**src/pcrb_pkg.sv**
```systemverilog
package pcrb_pkg;

	// Instruction field positions
	localparam int OPC_LSB = 26;
	localparam int RS_LSB = 21;
	localparam int RT_LSB = 16;
	localparam int CC_LSB = 18;
	localparam int ND_BIT = 17;
	localparam int TF_BIT = 16;
	localparam int OFS_LSB = 0;

	// Encodings
	localparam logic [5:0] OP_EQUAL_BRANCH = 6'h04;
	localparam logic [5:0] OP_REGIMM = 6'h01;
	localparam logic [4:0] RT_NONNEG_LINK = 5'h11;
	localparam logic [5:0] OP_COP1 = 6'h11;
	localparam logic [4:0] FMT_BRANCH_COND = 5'h08;
	localparam logic [4:0] REG_ZERO = 5'h00;

	// Link and address steps
	localparam logic [4:0] LINK_REG = 5'h1F;
	localparam int SLOT_STEP = 4;
	localparam int LINK_STEP = 8;
	localparam int OFS_SHIFT = 2;
	localparam int TARGET_OFS_W = 18;

	// Values after reset
	localparam logic [63:0] RESET_ADDR = 64'h0;
	localparam logic [4:0] RESET_LINK_INDEX = 5'h00;

	typedef enum logic [1:0] {
		PCRB_EXC_NONE,
		PCRB_EXC_RESERVED,
		PCRB_EXC_CP_UNUSABLE,
		PCRB_EXC_FP_UNIMPL
	} pcrb_exc_type;

	typedef struct packed {
		logic is_branch;
		logic uncond;
		logic link;
		logic fp;
		logic nullify_slot_flag;
		logic truth_sense_flag;
		logic [2:0] fp_condition_select;
		logic [15:0] offset;
	} pcrb_decode_type;

endpackage : pcrb_pkg

```
**src/pcrb_decode.sv**
```systemverilog
`timescale 1ns/1ps
module pcrb_decode (
	input wire logic [31:0] instr,
	output pcrb_pkg::pcrb_decode_type dec
);
	logic [5:0] opc;
	logic [4:0] rs;
	logic [4:0] rt;
	logic eq_idiom;
	logic call_idiom;
	logic fp_br;

	always_comb begin
		opc = instr[pcrb_pkg::OPC_LSB +: 6];
		rs = instr[pcrb_pkg::RS_LSB +: 5];
		rt = instr[pcrb_pkg::RT_LSB +: 5];
		// Only the r0 forms: register compares belong to the integer branch unit
		eq_idiom = (opc == pcrb_pkg::OP_EQUAL_BRANCH) && (rs == pcrb_pkg::REG_ZERO)
			&& (rt == pcrb_pkg::REG_ZERO);
		call_idiom = (opc == pcrb_pkg::OP_REGIMM) && (rt == pcrb_pkg::RT_NONNEG_LINK)
			&& (rs == pcrb_pkg::REG_ZERO);
		fp_br = (opc == pcrb_pkg::OP_COP1) && (rs == pcrb_pkg::FMT_BRANCH_COND);
		dec.is_branch = eq_idiom | call_idiom | fp_br;
		dec.uncond = eq_idiom | call_idiom;
		dec.link = call_idiom;
		dec.fp = fp_br;
		dec.nullify_slot_flag = instr[pcrb_pkg::ND_BIT];
		dec.truth_sense_flag = instr[pcrb_pkg::TF_BIT];
		dec.fp_condition_select = instr[pcrb_pkg::CC_LSB +: 3];
		dec.offset = instr[pcrb_pkg::OFS_LSB +: 16];
	end
endmodule : pcrb_decode

```
**src/pcrb_branch_unit.sv**
```systemverilog
// What this block does
// - Branch-equal r0,r0 and nonneg-and-link on r0 are both always taken.
// - Target is delay-slot address plus sign-extended offset shifted left two.
// - Condition and target formed in branch cycle; redirect after the delay slot.
// - Call idiom writes branch address plus 8 into register 31.
// - Fault in delay slot restarts at the branch itself.
// - FP false branch taken only when selected condition bit is 0.
// - FP true branch taken only when selected condition bit is 1.
// - Likely branch not taken nullifies the delay-slot instruction.
// - FP branches are one operation steered by truth-sense and nullify flags.
// - Eight FP condition bits, chosen by the condition select field.
// - Condition bits are those written by the FP compare.
// - FP branches raise reserved, unusable or unimplemented faults; idioms raise none.
`timescale 1ns/1ps
module pcrb_branch_unit #(
	parameter int ADDR_W = 64,
	parameter int NUM_CC = 8
) (
	input wire logic clk,
	input wire logic reset,
	input wire logic issue_valid,
	input wire logic [31:0] issue_instr,
	input wire logic [ADDR_W-1:0] issue_pc,
	input wire logic slot_fault,
	input wire logic [NUM_CC-1:0] fp_cond_codes,
	input wire logic fpu_present,
	input wire logic fpu_usable,
	input wire logic fpu_unimpl,
	output logic redirect_valid,
	output logic [ADDR_W-1:0] redirect_pc,
	output logic link_we,
	output logic [4:0] link_index,
	output logic [ADDR_W-1:0] link_data,
	output logic slot_nullify,
	output logic exc_valid,
	output pcrb_pkg::pcrb_exc_type exc_cause,
	output logic restart_valid,
	output logic [ADDR_W-1:0] restart_pc,
	output logic slot_pending
);
	typedef enum logic {PCRB_IDLE, PCRB_SLOT} pcrb_state_type;

	pcrb_pkg::pcrb_decode_type dec;
	pcrb_state_type state_q, state_d;
	logic taken_q, taken_d;
	logic likely_q, likely_d;
	logic [ADDR_W-1:0] target_q, target_d;
	logic [ADDR_W-1:0] branch_pc_q, branch_pc_d;
	logic redirect_q, redirect_d;
	logic link_we_q, link_we_d;
	logic [4:0] link_index_q, link_index_d;
	logic [ADDR_W-1:0] link_data_q, link_data_d;
	logic nullify_q, nullify_d;
	logic exc_q, exc_d;
	pcrb_pkg::pcrb_exc_type cause_q, cause_d;
	logic restart_q, restart_d;
	logic [ADDR_W-1:0] restart_pc_q, restart_pc_d;
	logic pending_q, pending_d;
	logic [ADDR_W-1:0] ofs_ext;
	logic cc_bit;
	logic accept;

	pcrb_decode u_decode (
		.instr(issue_instr),
		.dec(dec)
	);

	always_comb begin
		ofs_ext = {{(ADDR_W-pcrb_pkg::TARGET_OFS_W){dec.offset[15]}}, dec.offset, 2'b00};
		cc_bit = fp_cond_codes[dec.fp_condition_select];
		accept = (state_q == PCRB_IDLE) && issue_valid && dec.is_branch;
		state_d = state_q;
		taken_d = taken_q;
		likely_d = likely_q;
		target_d = target_q;
		branch_pc_d = branch_pc_q;
		redirect_d = 1'b0;
		link_we_d = 1'b0;
		link_index_d = link_index_q;
		link_data_d = link_data_q;
		nullify_d = 1'b0;
		exc_d = 1'b0;
		cause_d = pcrb_pkg::PCRB_EXC_NONE;
		restart_d = 1'b0;
		restart_pc_d = restart_pc_q;
		case (state_q)
			PCRB_IDLE: begin
				if (accept) begin
					// Idioms never fault, so the checks are gated by dec.fp
					if (dec.fp && !fpu_present) begin
						exc_d = 1'b1;
						cause_d = pcrb_pkg::PCRB_EXC_RESERVED;
					end else if (dec.fp && !fpu_usable) begin
						exc_d = 1'b1;
						cause_d = pcrb_pkg::PCRB_EXC_CP_UNUSABLE;
					end else if (dec.fp && fpu_unimpl) begin
						exc_d = 1'b1;
						cause_d = pcrb_pkg::PCRB_EXC_FP_UNIMPL;
					end else begin
						// Both senses share one compare against the flag
						taken_d = dec.uncond | (cc_bit == dec.truth_sense_flag);
						likely_d = dec.fp & dec.nullify_slot_flag;
						target_d = issue_pc + ADDR_W'(pcrb_pkg::SLOT_STEP) + ofs_ext;
						branch_pc_d = issue_pc;
						state_d = PCRB_SLOT;
						if (dec.link) begin
							// Source is r0 by decode, so re-running the call is harmless
							link_we_d = 1'b1;
							link_index_d = pcrb_pkg::LINK_REG;
							link_data_d = issue_pc + ADDR_W'(pcrb_pkg::LINK_STEP);
						end
					end
				end
			end
			PCRB_SLOT: begin
				// Next instruction issued is the slot; a nested branch there is not checked
				if (issue_valid) begin
					state_d = PCRB_IDLE;
					if (slot_fault) begin
						restart_d = 1'b1;
						restart_pc_d = branch_pc_q;
					end else if (taken_q) begin
						redirect_d = 1'b1;
					end else if (likely_q) begin
						nullify_d = 1'b1;
					end
				end
			end
			default: begin
				state_d = PCRB_IDLE;
			end
		endcase
		// Registered copy of the slot wait so the pin comes from a flop
		pending_d = (state_d == PCRB_SLOT);
	end

	always_ff @(posedge clk or posedge reset) begin
		if (reset) begin
			state_q <= PCRB_IDLE;
			taken_q <= 1'b0;
			likely_q <= 1'b0;
			target_q <= ADDR_W'(pcrb_pkg::RESET_ADDR);
			branch_pc_q <= ADDR_W'(pcrb_pkg::RESET_ADDR);
			redirect_q <= 1'b0;
			link_we_q <= 1'b0;
			link_index_q <= pcrb_pkg::RESET_LINK_INDEX;
			link_data_q <= ADDR_W'(pcrb_pkg::RESET_ADDR);
			nullify_q <= 1'b0;
			exc_q <= 1'b0;
			cause_q <= pcrb_pkg::PCRB_EXC_NONE;
			restart_q <= 1'b0;
			restart_pc_q <= ADDR_W'(pcrb_pkg::RESET_ADDR);
			pending_q <= 1'b0;
		end else begin
			state_q <= state_d;
			taken_q <= taken_d;
			likely_q <= likely_d;
			target_q <= target_d;
			branch_pc_q <= branch_pc_d;
			redirect_q <= redirect_d;
			link_we_q <= link_we_d;
			link_index_q <= link_index_d;
			link_data_q <= link_data_d;
			nullify_q <= nullify_d;
			exc_q <= exc_d;
			cause_q <= cause_d;
			restart_q <= restart_d;
			restart_pc_q <= restart_pc_d;
			pending_q <= pending_d;
		end
	end

	assign redirect_valid = redirect_q;
	assign redirect_pc = target_q;
	assign link_we = link_we_q;
	assign link_index = link_index_q;
	assign link_data = link_data_q;
	assign slot_nullify = nullify_q;
	assign exc_valid = exc_q;
	assign exc_cause = cause_q;
	assign restart_valid = restart_q;
	assign restart_pc = restart_pc_q;
	assign slot_pending = pending_q;
endmodule : pcrb_branch_unit

```
**config.mk**
```make
export PLATFORM = sky130hd
export DESIGN_NAME = pcrb_branch_unit
export DESIGN_NICKNAME = d
export VERILOG_FILES = /design/src/pcrb_pkg.sv /design/src/pcrb_decode.sv /design/src/pcrb_branch_unit.sv
export SDC_FILE = /design/constraint.sdc
export NUM_CORES = 1
export LEC_CHECK = 0
export CAP_MARGIN = 40
export CORE_MARGIN = 5
export CORE_UTILIZATION = 65
export CTS_CLUSTER_DIAMETER = 30
export DETAILED_ROUTE_END_ITERATION = 10
export DONT_BUFFER_PORTS = 1
export PLACE_DENSITY_LB_ADDON = 0.05
export SYNTH_ARGS = -nofsm -noshare
export SYNTH_HDL_FRONTEND = slang
export SYNTH_SLANG_ARGS = --single-unit
export TNS_END_PERCENT = 30
```
**constraint.sdc**
```tcl
create_clock -name clk -period 10.3 [get_ports clk]
set_clock_uncertainty 0.15 [all_clocks]
set_input_delay 1.03 -clock clk [delete_from_list [all_inputs] [get_ports clk]]
set_output_delay 1.03 -clock clk [all_outputs]
set_load 0.02 [all_outputs]
```
==> results.yml, run 1 <==
clock_network:
  cts_tree: "built"
  ctsLongestPathBuffers: 3
  htree_levels: 2
  cts_root_buf: "clkbuf_16"
  clock_latency_ps: 530
  path_clk_slew_ps: 50
  cts_setup_buffers: 0
  cts_resized: 0
  cts_sinks: 265
  cts_hold_buf: 0
  cts_made_buffers: 48
timing:
  relSlewSlack_pct: 42.0
  final.period_utilization_pct: 36.6
  rsz0062_at_grt: "no"
  fin_setup_tns_ps: 0
  tightest_slew_ps: 870
  setup_ws_ps: 6530
  setup_viol: 0
  fin_crit_ps: 3770
  final-max-slew-violation-count: 0
  fmax_mhz: 265
  finalHoldViolCount: 0
drt:
  routed.top_layer: "met4"
  vias_per_cell: 6.08
  met1Wirelength_um: 16000
  vias: 11800
  ant_nets: 0
  wl_met3_um: 3290
  wl_per_cell_um: 20.0
  drt-initial-drc-count: 944
  drc: 0
  dr_wl_met2_um: 18500
  dr.pass1.iters: 5
  routed_wl_um: 38900
cells_and_area:
  diodes: 0
  fin_util_pct: 75.3
  fin_nets: 1827
  layout-drive-gt1-share_pct: 12.1
  area_growth_pct: 13.2
die:
  coreArea_um2: 22800
  die-area_um2: 26500
  rows: 55
  die_h_um: 163
  fp.dieW_um: 163
  pin_count: 316
  initial_utilization_pct: 66.6
grt:
  overflow: 0
  grt_max_degree: 120
  grt_antenna_before_repair: 0
  track_usage_pct: 28.9
  grt_pass1_wl_um: 62700
  grt_pass1_vias: 11800
synth:
  synth_edf_count: 0
  synth_common_cells: "nand2_1, dfrtp_1, a21oi_1"
  syn_area_um2: 15200
  synth_flop_cell: "dfrtp_1"
  ys_types: 73
  yosysTopAreaCell: "dfrtp_1"
  syn_nets: 1846
  syn-mean-instance-area_um2: 9.41
  seq_area_frac_synth_pct: 43.7
  ys_warn_count: 0
  synth.top_cell.area_share_pct: 43.7
  synthCells: 1612
  synth.most_common_cell: "nand2_1"
  synthArstFlopShare_pct: 100
  synthTopCellsByArea: "dfrtp_1, ha_1, nand2_1"
  yosys_register_bits: 265
worst_setup_path:
  cpPeakStageDelay_ps: 470
  endpoint_kind: "register"
  slowest_stage: "nor3b_1"
  path_common_cell: "ha_1"
  rrSetupSlack_ps: 7190
  path_cells: "ha_1 > ha_1 > inv_1 > fa_1 > nor2b_1 > o2111ai_1 > a21oi_2 > nor3_2 > nor3b_1 > a22oi_1 > o21bai_1 > a31oi_1 > mux2i_1 > nand3_1"
  arrival_ps: 4030
  required_ps: 10550
  cp-start-kind: "primary input"
  crit_path_max_fanout: 4
  path_class: "primary input to register"
power_and_ir_drop:
  p_leak_nw: 8.40
  p_per_area_nw_per_um2: 182
  peakVddDrop_v: 0.000187
  total_power_mw: 3.12
min_path:
  min_path_type: "register to register"
placed_design:
  dpl_worst_slack_ps: 5970
  place_hpwl_um: 28000
  gp_congestion: 0.917
  port_buffers: 0
run:
  maxCapViolCount: 0
status:
  status: "completed"
[where the power goes]
part	switching (mW)	internal, mW	leakage [nW]	total, mW
Sequential	0.00169	1.04	3.70	1.05
Clock	0.540	1.15	0.844	1.69
Combinational	0.230	0.147	3.85	0.378
Total	0.772	2.34	8.40	3.12
[metrics by stage]
stage | hold WS [ps] | instance area, um2 | cells
after floorplan | 272 | 15200 | 1612
after global placement | 300 | 15300 | 1850
after detailed placement | 302 | 15400 | 1856
after CTS | 314 | 17200 | 1944
after global routing | 340 | 17200 | 1944
final | 316 | 17200 | 1944
[critical path: cells and delay by family]
kind / cells / cell delay (ps)
adder cells (fa/ha/maj): 3 / 850
buffers and inverters: 1 / 70
multiplexers: 1 / 170
AO/OA/AOI/OAI: 5 / 1100
AND/OR/NAND/NOR: 4 / 810
[path summary, 6_finish.rpt]
path                            startpoint               to  cells past startpoint
min reg2reg                branch_pc_q[34]  branch_pc_q[34]                      2
max                         issue_instr[1]  redirect_pc[63]                     14
min in group asynchronous            reset   restart_pc[59]                      1
min                        branch_pc_q[34]  branch_pc_q[34]                      2
max in group asynchronous            reset   redirect_pc[5]                      3
max reg2reg                   slot_pending     link_data[2]                      5
[routing by layer]
| layer | vias to the layer above | GRT usage [%] |
|---|---|---|
| met5 | - | 0 |
| met4 | 0 | 9.38 |
| met3 | 80 | 7.92 |
| met2 | 430 | 46.9 |
| met1 | 5730 | 37.9 |
| li1 | 5571 | - |
[layout make-up]
type / count / area, um2
clock buffer: 58 / 1300
clock inverter: 30 / 447
fill: 1624 / 5620
inverter: 27 / 109
multi-input combinational: 1240 / 8100
sequential: 265 / 6630
tap: 313 / 392
timing repair buffer: 11 / 188
[sequential cells by signal, indices dropped and copies added (netlist names)]
register	cells
exc_cause	2
likely_q	1
restart_valid	1
exc_valid	1
taken_q	1
link_index	1
branch_pc_q	62
slot_nullify	1
link_we	1
slot_pending	1
redirect_valid	1
restart_pc	64
redirect_pc	64
link_data	64
[placed cells by master, fill, tap and decap left out, drive strengths merged, types with 10 or more instances in the layout]
master,synthesis,final
nor2,112,112
bufinv,0,10
xor2,63,63
xnor2,52,52
o21ai,102,102
nor3,22,22
buf,28,11
a31oi,12,12
nand2,329,329
a21o,25,25
ha,122,122
mux2,69,69
a21oi,134,134
dfrtp,265,265
o21bai,18,18
nand4,29,29
inv,27,33
nand3,34,34
clkbuf,52,58
and3,14,14
[kinds of logic after synthesis]
kind of cell | share of synthesized area [%]
buffers and inverters | 3.04
xor gates and xnor gates | 6.64
and+or+nand+nor | 17.3
muxes | 5.55
DFF | 43.7
adders and majority gates | 10.2
AOI/OAI and AO/OA | 13.5
Power figures use the tool's default switching activity.
==> inputs of run 2 (changes only) <==
- ABC_AREA: not set -> 1
- CORE_UTILIZATION: 65 -> 59
- clock period: 10.3 -> 3.3 ns (I/O delays scaled with it)
==> results.yml, run 2 <==
status:
  status: "completed"
die:
  fp.dieW_um: 184
  pin_count: 316
  die_h_um: 184
  die-area_um2: 34000
  initial_utilization_pct: 60.2
  coreArea_um2: 29800
  rows: 63
power_and_ir_drop:
  peakVddDrop_v: 0.000371
  total_power_mw: 10.5
  p_leak_nw: 11.6
  p_per_area_nw_per_um2: 500
worst_setup_path:
  endpoint_kind: "register"
  rr_worst_depth: 5
  required_ps: 3590
  crit_path_max_fanout: 5
  arrival_ps: 3350
  rrSetupSlack_ps: 570
  path_class: "primary input to register"
  r2r-end: "redirect_pc[23]"
  rr_startpoint: "slot_pending"
  cp-start-kind: "primary input"
clock_network:
  cts_sinks: 265
  clock_latency_ps: 570
  ctsLongestPathBuffers: 3
  htree_levels: 2
  path_clk_slew_ps: 50
  cts_tree: "built"
  cts_root_buf: "clkbuf_16"
  cts_made_buffers: 51
cells_and_area:
  nFillCells: 2405
  fin_util_pct: 70.3
  layout-drive-gt1-share_pct: 4.88
  multi_input_area_um2: 9480
  fin_cells: 3176
  diodes: 0
  fin_nets: 2979
  area_growth_pct: 16.7
  final_common_cell: "nand2_1"
  seqCellArea_um2: 6630
  final_cell_mix: "nand2_1, inv_1, dfrtp_1, nor2_1, ha_1"
drt:
  ant_nets: 0
  vias_per_cell: 5.78
  dr.pass1.iters: 8
  drt-initial-drc-count: 1993
  routed_wl_um: 67000
  drc: 0
  vias: 18400
  wl_per_cell_um: 21.1
timing:
  fin_crit_ps: 3060
  tightest_slew_ps: 796
  setup_viol: 0
  fmax_mhz: 327
  rsz0062_at_grt: "no"
  finalHoldViolCount: 0
  setup_ws_ps: 242
  relSlewSlack_pct: 46.9
  final-max-slew-violation-count: 0
  final.period_utilization_pct: 92.7
synth:
  syn-mean-instance-area_um2: 6.75
  synth.most_common_cell: "nand2_1"
  syn_nets: 2889
  yosys_register_bits: 265
  seq_area_frac_synth_pct: 37.0
  yosysTopAreaCell: "dfrtp_1"
  synth_common_cells: "nand2_1, inv_1, dfrtp_1"
  synth.top_cell.area_share_pct: 37.0
  ys_warn_count: 0
  ys_types: 38
  syn_area_um2: 17900
  synth_edf_count: 0
  synthCells: 2655
  synth_flop_cell: "dfrtp_1"
  synthTopCellsByArea: "dfrtp_1, nand2_1, ha_1"
  synthArstFlopShare_pct: 100
placed_design:
  dp_cells: 3003
  gp_congestion: 1.01
  port_buffers: 0
  place_hpwl_um: 47400
  dpl_worst_slack_ps: 378
min_path:
  holdPathStages: 3
  hold_path_end: "link_data[6]"
  min_path_type: "primary input to register"
  min_from: "issue_pc[3]"
grt:
  grt_pass1_wl_um: 103000
  grt_antenna_before_repair: 1
  overflow: 0
  grt_max_degree: 98
  track_usage_pct: 38.9
  grt_pass1_vias: 18300
run:
  maxCapViolCount: 0
run 2: cell count changes after synthesis, moves of 25 or more:
| cell | delta |
|---|---|
| a21oi_1 | -81 |
| a21o_1 | -25 |
| clkbuf_1 | -25 |
| nor2_1 | +80 |
| nor3_1 | +29 |
| inv_1 | +362 |
| nand3_1 | +81 |
| nand2_1 | +787 |
| o21ai_1 | +64 |
| xnor2_1 | -26 |
| mux2_2 | -67 |
| o21ai_0 | -31 |
run 2: logic make-up after synthesis:
family	after synthesis	synth area share [%]
adders and majority gates	123	8.63
xor gates and xnor gates	80	3.91
buffers and inverters	454	10.3
AOI/OAI and AO/OA	196	5.70
DFF	265	37.0
and+or+nand+nor	1537	34.5
run 2: how the worst max path moves through the flow:
stage	startpoint	endpoint	slack, ps	cells after the start
3_5_place_dp	issue_pc[2]	redirect_pc[47]	380	20
5_1_grt	issue_pc[3]	redirect_pc[47]	8	19
4_1_cts	issue_pc[3]	redirect_pc[47]	220	19
2_1_floorplan	reset	branch_pc_q[10]	-680	1
6_report	issue_pc[3]	redirect_pc[47]	240	19
3_3_place_gp	issue_pc[2]	redirect_pc[47]	430	20
run 2: metal layers:
metal  wire length, um  vias up  share of wire (%)  GRT usage, %
li1                  -     8401                  -             -
met5                13        -              0.019             0
met4              4720        2                7.1          21.9
met3              7220      324                 11          9.10
met1             24800     8448                 37          48.3
met2             30200     1194                 45          62.6
run 2: per-stage QoR:
step	hold WS, ps	cell area [um2]	setup TNS, ps
5_1_grt	17.1	20900	0
4_1_cts	2.38	20900	0
3_5_place_dp	169	18300	0
6_report	24.0	20900	0
2_1_floorplan	260	17900	-179540
3_3_place_gp	169	18300	0
run 2: cell type report:
class / instances / area share (%)
Timing Repair Buffer: 96 / 4.96
Tap cell: 390 / 2.33
Clock inverter: 36 / 2.24
Sequential cell: 265 / 31.7
Inverter: 395 / 7.10
Clock buffer: 58 / 6.41
Multi-Input combinational cell: 1936 / 45.3
run 2: worst max-delay path, stage by stage:
cell,delay [ps]
dlygate4sd3_1,650
ha_1,330
ha_1,220
inv_1,70
fa_1,430
inv_1,110
nand3_1,70
nand2_1,160
nand2_1,80
nand2_1,140
nand2_1,70
nand2_1,110
nand2_1,80
nand2_2,140
nand2_1,100
nand2_1,70
nand2_1,50
nand3_1,70
nand2_1,60
run 2: report_power, final:
part | total (mW) | switching, mW | leakage, nW | internal (mW)
registers | 3.32 | 0.0408 | 3.66 | 3.28
logic | 1.66 | 1.11 | 7.10 | 0.549
clock network | 5.49 | 1.96 | 0.865 | 3.53
total | 10.5 | 3.12 | 11.6 | 7.36
run 2: what timing repair did:
| action | CTS | global route |
|---|---|---|
| setup endpoints to repair | 0 | 2 |
| hold endpoints to repair | 155 | 0 |
| setup buffers | 0 | 0 |
| hold buffers | 79 | 0 |
| resized for setup | 0 | 1 |
